### src/logic/ppae_pkg.sv
// ppae_pkg: register map, attribute codes, values and timing counts
// assumes a byte-wide register port synchronous to core_clk
// How it works
// host loads value at attr_value_low/attr_value_high and code at attr_code_low/attr_code_high first.
// writing one to bit 0 of attr_trigger launches the held command.
// accepted command sets status flag bit 7 of attr_status_flag.
// busy bit 0 of attr_busy high while a command executes.
// writing one to flag bit clears it; host clears after each command.
// code 0x02 sets pattern in bits 2:0, high bits load tx/rx.
// value bits 4, 5, 7 request reseed, autoseed, stop on error.
// code 0x02 values 0x3ff, 0x1ff, 0x2ff disable both, tx, rx.
// prbs command returns 0x02 on success, 0x00 when background busy.
// code 0x01 value 0x07 enables transmitter and receiver.
// host waits for tx and rx ready before enabling comparator.
// code 0x03 value 0x0203 enables the receive data comparator.
// 32-bit hard error counter, reset by code 0x17 value zero.
// code 0x18 value 0x03 selects count; next two 0x1a read halves.
// counter does not accumulate while continuous adaptation runs.
// code 0x001b injects tx errors for value bits.
// code 0x0a value 0x01 starts initial adaptation.
// code 0x0126 value 0x0b00 returns initial adaptation status bit 0.
// code 0x0a value 0x06 starts continuous adaptation.
// code 0x0a value 0x03 also enables continuous adaptation.
// one command at a time; writes ignored while busy; a flag clear write to attr_status_flag still acts while busy.
// error counter saturates at its maximum.
package ppae_pkg;
  localparam logic [7:0]  ADDR_VAL_LO  = 8'h84;
  localparam logic [7:0]  ADDR_VAL_HI  = 8'h85;
  localparam logic [7:0]  ADDR_CODE_LO = 8'h86;
  localparam logic [7:0]  ADDR_CODE_HI = 8'h87;
  localparam logic [7:0]  ADDR_RET_LO  = 8'h88;
  localparam logic [7:0]  ADDR_RET_HI  = 8'h89;
  localparam logic [7:0]  ADDR_FLAG    = 8'h8a;
  localparam logic [7:0]  ADDR_BUSY    = 8'h8b;
  localparam logic [7:0]  ADDR_TRIG    = 8'h90;
  localparam int          FLAG_BIT     = 7;
  localparam int          BUSY_BIT     = 0;
  localparam int          TRIG_BIT     = 0;
  localparam logic [15:0] CODE_CHAN    = 16'h0001;
  localparam logic [15:0] CODE_PRBS    = 16'h0002;
  localparam logic [15:0] CODE_CMP     = 16'h0003;
  localparam logic [15:0] CODE_ADAPT   = 16'h000a;
  localparam logic [15:0] CODE_ERR_RST = 16'h0017;
  localparam logic [15:0] CODE_SEL     = 16'h0018;
  localparam logic [15:0] CODE_RD      = 16'h001a;
  localparam logic [15:0] CODE_INJ     = 16'h001b;
  localparam logic [15:0] CODE_STAT    = 16'h0126;
  localparam logic [15:0] VAL_CHAN_ON  = 16'h0007;
  localparam logic [15:0] VAL_CMP_ON   = 16'h0203;
  localparam logic [15:0] VAL_DIS_BOTH = 16'h03ff;
  localparam logic [15:0] VAL_DIS_TX   = 16'h01ff;
  localparam logic [15:0] VAL_DIS_RX   = 16'h02ff;
  localparam logic [15:0] VAL_SEL_ERR  = 16'h0003;
  localparam logic [15:0] VAL_AD_INIT  = 16'h0001;
  localparam logic [15:0] VAL_AD_CONT  = 16'h0006;
  localparam logic [15:0] VAL_AD_CONT2 = 16'h0003;
  localparam logic [15:0] VAL_AD_STOP  = 16'h0000;
  localparam logic [15:0] VAL_STAT_INI = 16'h0b00;
  localparam logic [15:0] RET_PRBS_OK  = 16'h0002;
  localparam logic [15:0] RET_FAIL     = 16'h0000;
  localparam int          PAT_LSB      = 0;
  localparam int          RESEED_BIT   = 4;
  localparam int          AUTOSEED_BIT = 5;
  localparam int          STOPERR_BIT  = 7;
  localparam int          LOAD_TX_BIT  = 8;
  localparam int          LOAD_RX_BIT  = 9;
  localparam int          EXEC_NS      = 40;
  localparam int          CLK_NS       = 10;
  localparam logic [3:0]  EXEC_CYC     = 4'((EXEC_NS + CLK_NS - 1) / CLK_NS);
  localparam int          INIT_AD_NS   = 500;
  localparam logic [7:0]  INIT_AD_CYC  = 8'(INIT_AD_NS / CLK_NS);
  typedef enum logic [1:0] {ST_IDLE, ST_EXEC, ST_DONE} ppae_state_t;
endpackage

### src/logic/ppae_err_counter.sv
// ppae_err_counter: saturating 32-bit hard error counter
// assumes err_pulse is one cycle per detected bit error
module ppae_err_counter (
  input  wire logic        core_clk,
  input  wire logic        srst,
  input  wire logic        clear,
  input  wire logic        count_en,
  input  wire logic        err_pulse,
  output logic [31:0]      count
);
  import ppae_pkg::*;
  typedef struct packed {logic [31:0] cnt;} ppae_cnt_t;
  ppae_cnt_t s_reg;
  ppae_cnt_t s_next;
  always_comb begin
    s_next = s_reg;
    if (clear) begin
      s_next.cnt = 32'h0;
    end else if (count_en && err_pulse && s_reg.cnt != 32'hffffffff) begin
      s_next.cnt = s_reg.cnt + 32'h1;
    end
  end
  always_ff @(posedge core_clk) begin
    if (srst) begin
      s_reg <= '0;
    end else begin
      s_reg <= s_next;
    end
  end
  assign count = s_reg.cnt;
  property p_sat;
    @(posedge core_clk) disable iff (srst)
      (s_reg.cnt == 32'hffffffff && !clear) |=> s_reg.cnt == 32'hffffffff;
  endproperty
  a_sat: assert property (p_sat) else $error("counter wrapped");
  property p_clr;
    @(posedge core_clk) disable iff (srst) clear |=> s_reg.cnt == 32'h0;
  endproperty
  a_clr: assert property (p_clr) else $error("counter not cleared");
  property p_hold;
    @(posedge core_clk) disable iff (srst)
      (!count_en && !clear) |=> $stable(s_reg.cnt);
  endproperty
  a_hold: assert property (p_hold) else $error("counted while off");
endmodule

### src/logic/ppae_engine.sv
// ppae_engine: pma attribute command engine with byte register port
// assumes host accesses are single-cycle strobes on core_clk
module ppae_engine (
  input  wire logic        core_clk,
  input  wire logic        srst,
  input  wire logic [7:0]  reg_addr,
  input  wire logic        reg_wr,
  input  wire logic [7:0]  reg_wdata,
  input  wire logic        reg_rd,
  output logic [7:0]       reg_rdata,
  output logic             reg_rvalid,
  input  wire logic        bg_busy,
  input  wire logic        rx_bit_err,
  output logic             tx_enable,
  output logic             rx_enable,
  output logic             gen_tx_on,
  output logic             chk_rx_on,
  output logic [2:0]       gen_pattern,
  output logic [2:0]       chk_pattern,
  output logic             gen_reseed,
  output logic             gen_autoseed,
  output logic             chk_reseed,
  output logic             chk_stop_on_err,
  output logic             cmp_on,
  output logic             tx_err_inject,
  output logic             adapt_init_run,
  output logic             adapt_cont_run
);
  import ppae_pkg::*;

  // ------------------------------------------------------------
  // state
  // ------------------------------------------------------------
  typedef struct packed {
    ppae_state_t st;
    logic [15:0] val;
    logic [15:0] code;
    logic [15:0] ret;
    logic        flag;
    logic [3:0]  exec_cnt;
    logic [7:0]  rdata;
    logic        rvalid;
    logic        tx_en;
    logic        rx_en;
    logic        gen_on;
    logic        chk_on;
    logic [2:0]  gen_pat;
    logic [2:0]  chk_pat;
    logic        gen_rs;
    logic        gen_as;
    logic        chk_rs;
    logic        chk_stop;
    logic        cmp;
    logic        sel_err;
    logic        rd_half;
    logic [15:0] inj_cnt;
    logic        inj;
    logic        ad_init;
    logic [7:0]  ad_cnt;
    logic        ad_cont;
  } ppae_state_s_t;

  ppae_state_s_t s_reg;
  ppae_state_s_t s_next;
  logic [31:0]   err_count;
  logic          err_clear;
  logic          launch;
  logic          exec_end;

  assign launch = reg_wr && reg_addr == ADDR_TRIG && reg_wdata[TRIG_BIT]
                  && s_reg.st == ST_IDLE;
  assign err_clear = s_reg.st == ST_EXEC && s_reg.exec_cnt == 4'h0
                     && s_reg.code == CODE_ERR_RST && s_reg.val == 16'h0;
  assign exec_end = s_reg.st == ST_EXEC && s_reg.exec_cnt == 4'h0;

  ppae_err_counter u_cnt (
    .core_clk  (core_clk),
    .srst      (srst),
    .clear     (err_clear),
    .count_en  (s_reg.cmp && !s_reg.ad_cont),
    .err_pulse (rx_bit_err),
    .count     (err_count)
  );

  // ------------------------------------------------------------
  // next state
  // ------------------------------------------------------------
  always_comb begin
    s_next = s_reg;
    s_next.rvalid = 1'b0;
    // host value and code writes; ignored while a command runs, flag clear below still acts
    if (reg_wr && s_reg.st == ST_IDLE) begin
      if (reg_addr == ADDR_VAL_LO) begin
        s_next.val[7:0] = reg_wdata;
      end else if (reg_addr == ADDR_VAL_HI) begin
        s_next.val[15:8] = reg_wdata;
      end else if (reg_addr == ADDR_CODE_LO) begin
        s_next.code[7:0] = reg_wdata;
      end else if (reg_addr == ADDR_CODE_HI) begin
        s_next.code[15:8] = reg_wdata;
      end
    end
    if (reg_wr && reg_addr == ADDR_FLAG && reg_wdata[FLAG_BIT]) begin
      s_next.flag = 1'b0;
    end
    if (reg_rd) begin
      s_next.rvalid = 1'b1;
      if (reg_addr == ADDR_VAL_LO) begin
        s_next.rdata = s_reg.val[7:0];
      end else if (reg_addr == ADDR_VAL_HI) begin
        s_next.rdata = s_reg.val[15:8];
      end else if (reg_addr == ADDR_CODE_LO) begin
        s_next.rdata = s_reg.code[7:0];
      end else if (reg_addr == ADDR_CODE_HI) begin
        s_next.rdata = s_reg.code[15:8];
      end else if (reg_addr == ADDR_RET_LO) begin
        s_next.rdata = s_reg.ret[7:0];
      end else if (reg_addr == ADDR_RET_HI) begin
        s_next.rdata = s_reg.ret[15:8];
      end else if (reg_addr == ADDR_FLAG) begin
        s_next.rdata = {s_reg.flag, 7'h0};
      end else if (reg_addr == ADDR_BUSY) begin
        s_next.rdata = {7'h0, s_reg.st != ST_IDLE};
      end else begin
        s_next.rdata = 8'h00;
      end
    end

    // error injection runs one bit per cycle
    if (s_reg.inj_cnt != 16'h0) begin
      s_next.inj_cnt = s_reg.inj_cnt - 16'h1;
      s_next.inj = 1'b1;
    end else begin
      s_next.inj = 1'b0;
    end

    // initial adaptation runs a fixed time
    if (s_reg.ad_init) begin
      if (s_reg.ad_cnt == 8'h0) begin
        s_next.ad_init = 1'b0;
      end else begin
        s_next.ad_cnt = s_reg.ad_cnt - 8'h1;
      end
    end

    case (s_reg.st)
      ST_IDLE: begin
        if (launch) begin
          s_next.st = ST_EXEC;
          s_next.flag = 1'b1;
          s_next.exec_cnt = EXEC_CYC;
        end
      end
      ST_EXEC: begin
        if (s_reg.exec_cnt != 4'h0) begin
          s_next.exec_cnt = s_reg.exec_cnt - 4'h1;
        end else begin
          s_next.st = ST_DONE;
          s_next.ret = s_reg.val;
          if (s_reg.code == CODE_PRBS) begin
            if (bg_busy) begin
              s_next.ret = RET_FAIL;
            end else begin
              s_next.ret = RET_PRBS_OK;
              if (s_reg.val == VAL_DIS_BOTH) begin
                s_next.gen_on = 1'b0;
                s_next.chk_on = 1'b0;
              end else if (s_reg.val == VAL_DIS_TX) begin
                s_next.gen_on = 1'b0;
              end else if (s_reg.val == VAL_DIS_RX) begin
                s_next.chk_on = 1'b0;
              end else begin
                if (s_reg.val[LOAD_TX_BIT]) begin
                  s_next.gen_on = 1'b1;
                  s_next.gen_pat = s_reg.val[PAT_LSB +: 3];
                  s_next.gen_rs = s_reg.val[RESEED_BIT];
                  s_next.gen_as = s_reg.val[AUTOSEED_BIT];
                end
                if (s_reg.val[LOAD_RX_BIT]) begin
                  s_next.chk_on = 1'b1;
                  s_next.chk_pat = s_reg.val[PAT_LSB +: 3];
                  s_next.chk_rs = s_reg.val[RESEED_BIT];
                  s_next.chk_stop = s_reg.val[STOPERR_BIT];
                end
              end
            end
          end else if (s_reg.code == CODE_CHAN) begin
            s_next.tx_en = s_reg.val == VAL_CHAN_ON;
            s_next.rx_en = s_reg.val == VAL_CHAN_ON;
          end else if (s_reg.code == CODE_CMP) begin
            s_next.cmp = s_reg.val == VAL_CMP_ON;
          end else if (s_reg.code == CODE_SEL) begin
            s_next.sel_err = s_reg.val == VAL_SEL_ERR;
            s_next.rd_half = 1'b0;
          end else if (s_reg.code == CODE_RD && s_reg.sel_err) begin
            s_next.ret = s_reg.rd_half ? err_count[31:16]
                                       : err_count[15:0];
            s_next.rd_half = !s_reg.rd_half;
          end else if (s_reg.code == CODE_INJ) begin
            s_next.inj_cnt = s_reg.val;
          end else if (s_reg.code == CODE_ADAPT) begin
            if (s_reg.val == VAL_AD_INIT) begin
              s_next.ad_init = 1'b1;
              s_next.ad_cnt = INIT_AD_CYC;
            end else if (s_reg.val == VAL_AD_CONT
                         || s_reg.val == VAL_AD_CONT2) begin
              s_next.ad_cont = 1'b1;
            end else if (s_reg.val == VAL_AD_STOP) begin
              s_next.ad_cont = 1'b0;
            end
          end else if (s_reg.code == CODE_STAT
                       && s_reg.val == VAL_STAT_INI) begin
            s_next.ret = {15'h0, s_reg.ad_init};
          end
        end
      end
      ST_DONE: begin
        s_next.st = ST_IDLE;
      end
      default: begin
        s_next.st = ST_IDLE;
      end
    endcase
  end

  always_ff @(posedge core_clk) begin
    if (srst) begin
      s_reg <= '0;
    end else begin
      s_reg <= s_next;
    end
  end

  // ------------------------------------------------------------
  // outputs
  // ------------------------------------------------------------
  assign reg_rdata       = s_reg.rdata;
  assign reg_rvalid      = s_reg.rvalid;
  assign tx_enable       = s_reg.tx_en;
  assign rx_enable       = s_reg.rx_en;
  assign gen_tx_on       = s_reg.gen_on;
  assign chk_rx_on       = s_reg.chk_on;
  assign gen_pattern     = s_reg.gen_pat;
  assign chk_pattern     = s_reg.chk_pat;
  assign gen_reseed      = s_reg.gen_rs;
  assign gen_autoseed    = s_reg.gen_as;
  assign chk_reseed      = s_reg.chk_rs;
  assign chk_stop_on_err = s_reg.chk_stop;
  assign cmp_on          = s_reg.cmp;
  assign tx_err_inject   = s_reg.inj;
  assign adapt_init_run  = s_reg.ad_init;
  assign adapt_cont_run  = s_reg.ad_cont;

  // ------------------------------------------------------------
  // checks
  // ------------------------------------------------------------
  property p_launch_flag;
    @(posedge core_clk) disable iff (srst)
      launch |=> s_reg.flag && s_reg.st == ST_EXEC;
  endproperty
  a_launch_flag: assert property (p_launch_flag)
    else $error("launch did not set flag");
  property p_busy_len;
    @(posedge core_clk) disable iff (srst)
      launch |=> (s_reg.st == ST_EXEC) [*5] ##1 s_reg.st == ST_DONE
                 ##1 s_reg.st == ST_IDLE;
  endproperty
  a_busy_len: assert property (p_busy_len)
    else $error("busy length wrong");
  property p_flag_clr;
    @(posedge core_clk) disable iff (srst)
      (reg_wr && reg_addr == ADDR_FLAG && reg_wdata[FLAG_BIT] && !launch)
      |=> !s_reg.flag;
  endproperty
  a_flag_clr: assert property (p_flag_clr)
    else $error("flag not cleared");
  property p_no_write_busy;
    @(posedge core_clk) disable iff (srst)
      (s_reg.st != ST_IDLE) |=> $stable(s_reg.val) && $stable(s_reg.code);
  endproperty
  a_no_write_busy: assert property (p_no_write_busy)
    else $error("command changed while busy");
  property p_prbs_ret;
    @(posedge core_clk) disable iff (srst)
      (s_reg.st == ST_EXEC && s_reg.exec_cnt == 4'h0
       && s_reg.code == CODE_PRBS)
      |=> s_reg.ret == ($past(bg_busy) ? RET_FAIL : RET_PRBS_OK);
  endproperty
  a_prbs_ret: assert property (p_prbs_ret)
    else $error("bad prbs return");
  property p_chan_on;
    @(posedge core_clk) disable iff (srst)
      (s_reg.st == ST_EXEC && s_reg.exec_cnt == 4'h0
       && s_reg.code == CODE_CHAN && s_reg.val == VAL_CHAN_ON)
      |=> tx_enable && rx_enable;
  endproperty
  a_chan_on: assert property (p_chan_on)
    else $error("channel not enabled");
  property p_inj;
    @(posedge core_clk) disable iff (srst)
      (s_reg.st == ST_EXEC && s_reg.exec_cnt == 4'h0
       && s_reg.code == CODE_INJ && s_reg.val == 16'h0001)
      |=> ##1 tx_err_inject ##1 !tx_err_inject;
  endproperty
  a_inj: assert property (p_inj)
    else $error("single injection wrong");
  property p_dis_both;
    @(posedge core_clk) disable iff (srst)
      (s_reg.st == ST_EXEC && s_reg.exec_cnt == 4'h0 && !bg_busy
       && s_reg.code == CODE_PRBS && s_reg.val == VAL_DIS_BOTH)
      |=> !gen_tx_on && !chk_rx_on;
  endproperty
  a_dis_both: assert property (p_dis_both)
    else $error("generators not disabled");
  property p_init_start;
    @(posedge core_clk) disable iff (srst)
      (exec_end && s_reg.code == CODE_ADAPT && s_reg.val == VAL_AD_INIT)
      |=> adapt_init_run;
  endproperty
  a_init_start: assert property (p_init_start)
    else $error("initial adaptation not started");
  property p_cont_stop;
    @(posedge core_clk) disable iff (srst)
      (exec_end && s_reg.code == CODE_ADAPT && s_reg.val == VAL_AD_STOP)
      |=> !adapt_cont_run;
  endproperty
  a_cont_stop: assert property (p_cont_stop)
    else $error("continuous adaptation not stopped");
  property p_cmp_on;
    @(posedge core_clk) disable iff (srst)
      (exec_end && s_reg.code == CODE_CMP && s_reg.val == VAL_CMP_ON)
      |=> cmp_on;
  endproperty
  a_cmp_on: assert property (p_cmp_on)
    else $error("comparator not enabled");
  property p_rd_low;
    @(posedge core_clk) disable iff (srst)
      (exec_end && s_reg.code == CODE_RD && s_reg.sel_err && !s_reg.rd_half)
      |=> s_reg.rd_half
          && {16'h0, s_reg.ret} == ($past(err_count) & 32'hffff);
  endproperty
  a_rd_low: assert property (p_rd_low)
    else $error("low counter half not returned");
  property p_busy_rd;
    @(posedge core_clk) disable iff (srst)
      (reg_rd && reg_addr == ADDR_BUSY && s_reg.st != ST_IDLE)
      |=> reg_rvalid && reg_rdata[BUSY_BIT];
  endproperty
  a_busy_rd: assert property (p_busy_rd)
    else $error("busy bit not reported");
endmodule

### config.mk
export PLATFORM = sky130hd
export DESIGN_NAME = ppae_engine
export DESIGN_NICKNAME = d
export VERILOG_FILES = /design/src/logic/ppae_pkg.sv /design/src/logic/ppae_err_counter.sv /design/src/logic/ppae_engine.sv
export SDC_FILE = /design/constraint.sdc
export NUM_CORES = 1
export LEC_CHECK = 0
export BUFFER_PORTS_ARGS = -buffer_cell sky130_fd_sc_hd__buf_4
export CAP_MARGIN = 0
export CORE_ASPECT_RATIO = 0.6
export CORE_UTILIZATION = 30
export DETAILED_ROUTE_END_ITERATION = 10
export HOLD_SLACK_MARGIN = 0.06
export PLACE_DENSITY = 0.44
export SYNTH_ARGS = -nofsm -noshare
export SYNTH_HDL_FRONTEND = slang
export SYNTH_SLANG_ARGS = --single-unit
### constraint.sdc
create_clock -name core_clk -period 2.65 [get_ports core_clk]
set_clock_uncertainty 0.1 [all_clocks]
set_input_delay 0.53 -clock core_clk [delete_from_list [all_inputs] [get_ports core_clk]]
set_output_delay 0.53 -clock core_clk [all_outputs]
set_load 0.1 [all_outputs]
==> summary.txt <==
Outcome
  • Status: completed

Final layout
  • Area Overhead vs Synth: 20.80%
  • Register area: around 2800 um2
  • Layout cells sized above 1: 17.84%
  • Most common cell after layout, fill and taps aside: dfxtp_1
  • Most frequent cells in the layout: 139 x dfxtp_1, 100 x buf_4, 97 x nand2_1
  • Largest register FFs: 81
  • # diodes: 0
  • Fin area: just under 9000 um2
  • Final nets: approximately 970
  • Fillers: 2468
  • Multi-input gate area: approximately 4100 um2

GRT
  • Initial antenna violation count: 0
  • GR Overflow Total: 0
  • First-pass GRT wire length: 37.56 mm
  • GR Util All Layers: 20.25%
  • Largest net degree at the start of global routing: 50
  • Vias in the first global route: approximately 6200

STA
  • Min Clock Period, post-route: about 2.5 ns
  • Fmax: a little over 400 MHz
  • Worst slew pin tran: between 0.7 and 0.8 ns
  • Setup tns final: 0 ns
  • RSZ-0062 raised after global routing: no
  • Pins Over Slew Limit: 0
  • Finish-stage setup viols: 0
  • Hold Fails Final Rpt: 0
  • Tcrit/Tclk final: between 90% and 100%
  • Max transition margin: 49.48%

Place
  • Area post-placement: 8180 um2
  • Dpl hpwl: about 18 mm
  • Port buffer count: 48
  • Gpl congestion: between 0.8 and 0.9

Drt
  • Routed WL: around 24 mm
  • Detailed Routing Iterations Pass 1: 5
  • First DRT Iteration DRCs: between 400 and 500
  • Final ANT Viol Nets: 0
  • DR DRC count: 0
  • DR WL/cell: roughly 19 um
  • Wl on met1: ~14 mm
  • Met2 wire len: between 8 and 9 mm
  • Routed wl met3: 1.524 mm
  • Vias post-DR: between 6000 and 7000
  • Via/cell ratio: 5.346
  • Top Layer Used: met4

Synth
  • Mux share of post-synthesis cell area: under 10%
  • Largest cells by area after synthesis: dfxtp_1 38%, mux2i_1 6.6%, nand2_1 5.0%, nor2_1 4.6%, a21oi_1 3.7%
  • Syn Inst Count: 879
  • Count of different cell masters after synthesis: 67
  • Synth Area in Compound Gates: ~16%
  • Seq/Total Area, Yosys: a little under two fifths
  • Post-synthesis adder-cell area fraction: less than 1%
  • Post-synth top area share: roughly two fifths
  • Synth Area in XOR/XNOR: 2.282%
  • Largest family of logic cells by synthesized area: simple AND/OR/NAND/NOR gates
  • Ys Warns: 0
  • Post-synth EDFFs: 0
  • Simple-Gate Fraction of Synth Area: 27.87%
  • Primary FF master, synth: dfxtp_1
  • Area leader, netlist: dfxtp_1
  • Flops & latches, synth: 139
  • Post-synthesis cell area: 7291 um2
  • Mean Syn Cell Area: 8.294 um2
  • Async SR Flop Fraction: 0%
  • Net Count, Synth: roughly 910

Floorplan
  • Row count: 43
  • DIE HEIGHT: ~120 um
  • I/O pins: 49
  • Initial Util: between 30% and 40%
  • Die ar.: roughly 25000 um2
  • Core area: roughly 23000 um2
  • Die Wd: around 200 um

Setup path
  • CP endpoint kind: flip-flop
  • CP Launch Type: flip-flop
  • Critical Path RT: ~2.9 ns
  • CP Max Fanout: 32
  • Setup CP Type: flip-flop to flip-flop
  • Arr. time, crit path: 2.68 ns

Clock network
  • Worst skew pair latency: 0.44 ns
  • TritonCTS Buffers: 17
  • CTS tree: built
  • Number of buffers inserted by hold repair at cts: 0
  • Sink Count: 139
  • Root Driver: clkbuf_16
  • Post-CTS Resized: 0
  • Post-CTS setup buffer count: 0
  • Worst-path clk slew: 0.06 ns
  • Clock buffer depth: 2
  • H-tree depth: 4

Power and ir drop
  • Pwr Density: ~680 nW/um2
  • VDD IR-drop max: 0.4365 mV
  • Leak: approximately 3.3 nW

Hold path
  • Worst Hold Class: input pin to flip-flop

Flow run
  • Max-cap check violation count: 0
-- worst paths after layout --
| check | startpoint | endpoint | slack (ns) | depth (start not counted) |
|---|---|---|---|---|
| worst max-delay path | s_reg[94]$_SDFFE_PP0P_ | u_cnt.count[11]$_SDFFE_PP0P_ | 0.19 | 6 |
| worst min-delay path | reg_wdata[5] | s_reg[87]$_SDFFE_PP0P_ | 0.29 | 3 |
| worst max register to register | s_reg[94]$_SDFFE_PP0P_ | u_cnt.count[11]$_SDFFE_PP0P_ | 0.19 | 6 |
| worst min register to register | reg_rdata[1]$_SDFFE_PP0P_ | reg_rdata[1]$_SDFFE_PP0P_ | 0.34 | 2 |
-- power by group --
part           internal, mW  switching [mW]
registers              2.20           0.111
clock network          1.62           0.976
logic                 0.449           0.621
total                  4.26            1.71
-- logic make-up (layout without fill, tap and decap cells) --
| logic type | after synthesis | count (layout) |
|---|---|---|
| AND/OR/NAND/NOR | 382 | 382 |
| flip-flops | 139 | 139 |
| adder cells (fa/ha/maj) | 5 | 5 |
| multiplexers | 70 | 70 |
| XOR/XNOR | 19 | 19 |
| buffers and inverters | 83 | 157 |
| AO/OA/AOI/OAI | 181 | 181 |
-- cells in the mapped netlist, types with 7 or more instances --
master    number
dfxtp_1      139
nand2_1       97
nor2_1        89
a21oi_1       54
mux2i_1       48
o21ai_0       47
clkbuf_1      38
or3_1         33
inv_1         23
mux2_2        22
nand4_1       22
nand3_1       20
nor4_1        20
buf_4         18
nor3_1        18
nand2b_1      17
a211oi_1      13
or4_1         13
xnor2_1       11
a22oi_1        9
o31ai_1        9
a31oi_1        8
nor2b_1        8
xor2_1         8
nand3b_1       7
-- layer usage --
| layer | vias up | global-route usage (%) |
|---|---|---|
| li1 | 3341 | - |
| met5 | - | 0 |
| met4 | 0 | 5.545 |
| met1 | 3240 | 32.83 |
| met3 | 18 | 4.541 |
| met2 | 180 | 25.23 |
-- worst max-delay path: stages, from the launching register on --
cell and delay, ns:
dfxtp_1 0.31, or4_1 0.58, or4b_1 0.58, nor4_1 0.25, a31o_2 0.23, buf_12 0.20
nor3_1 0.08
-- area by class of cell --
class / instances / share of cell area, %
Tap cell: 315 / 4.475
Timing Repair Buffer: 102 / 8.979
Clock inverter: 12 / 1.932
Clock buffer: 20 / 5.185
Sequential cell: 139 / 31.60
Inverter: 23 / 0.9803
Multi-Input combinational cell: 657 / 46.85
-- through the flow --
stage,instances,setup slack [ns],power [mW],hold slack [ns],utilization [%]
global route,1268,0.02501,6.272,0.2838,37.55
CTS,1268,0.2094,6.026,0.2632,37.55
detailed placement,1236,0.1341,3.410,0.3397,34.87
global placement,1236,0.1096,3.424,0.3327,34.87
finish,1268,0.1911,5.974,0.2908,37.55
floorplan,879,0.2021,3.118,0.3168,-
No activity file was read; power rests on OpenSTA's default activity.
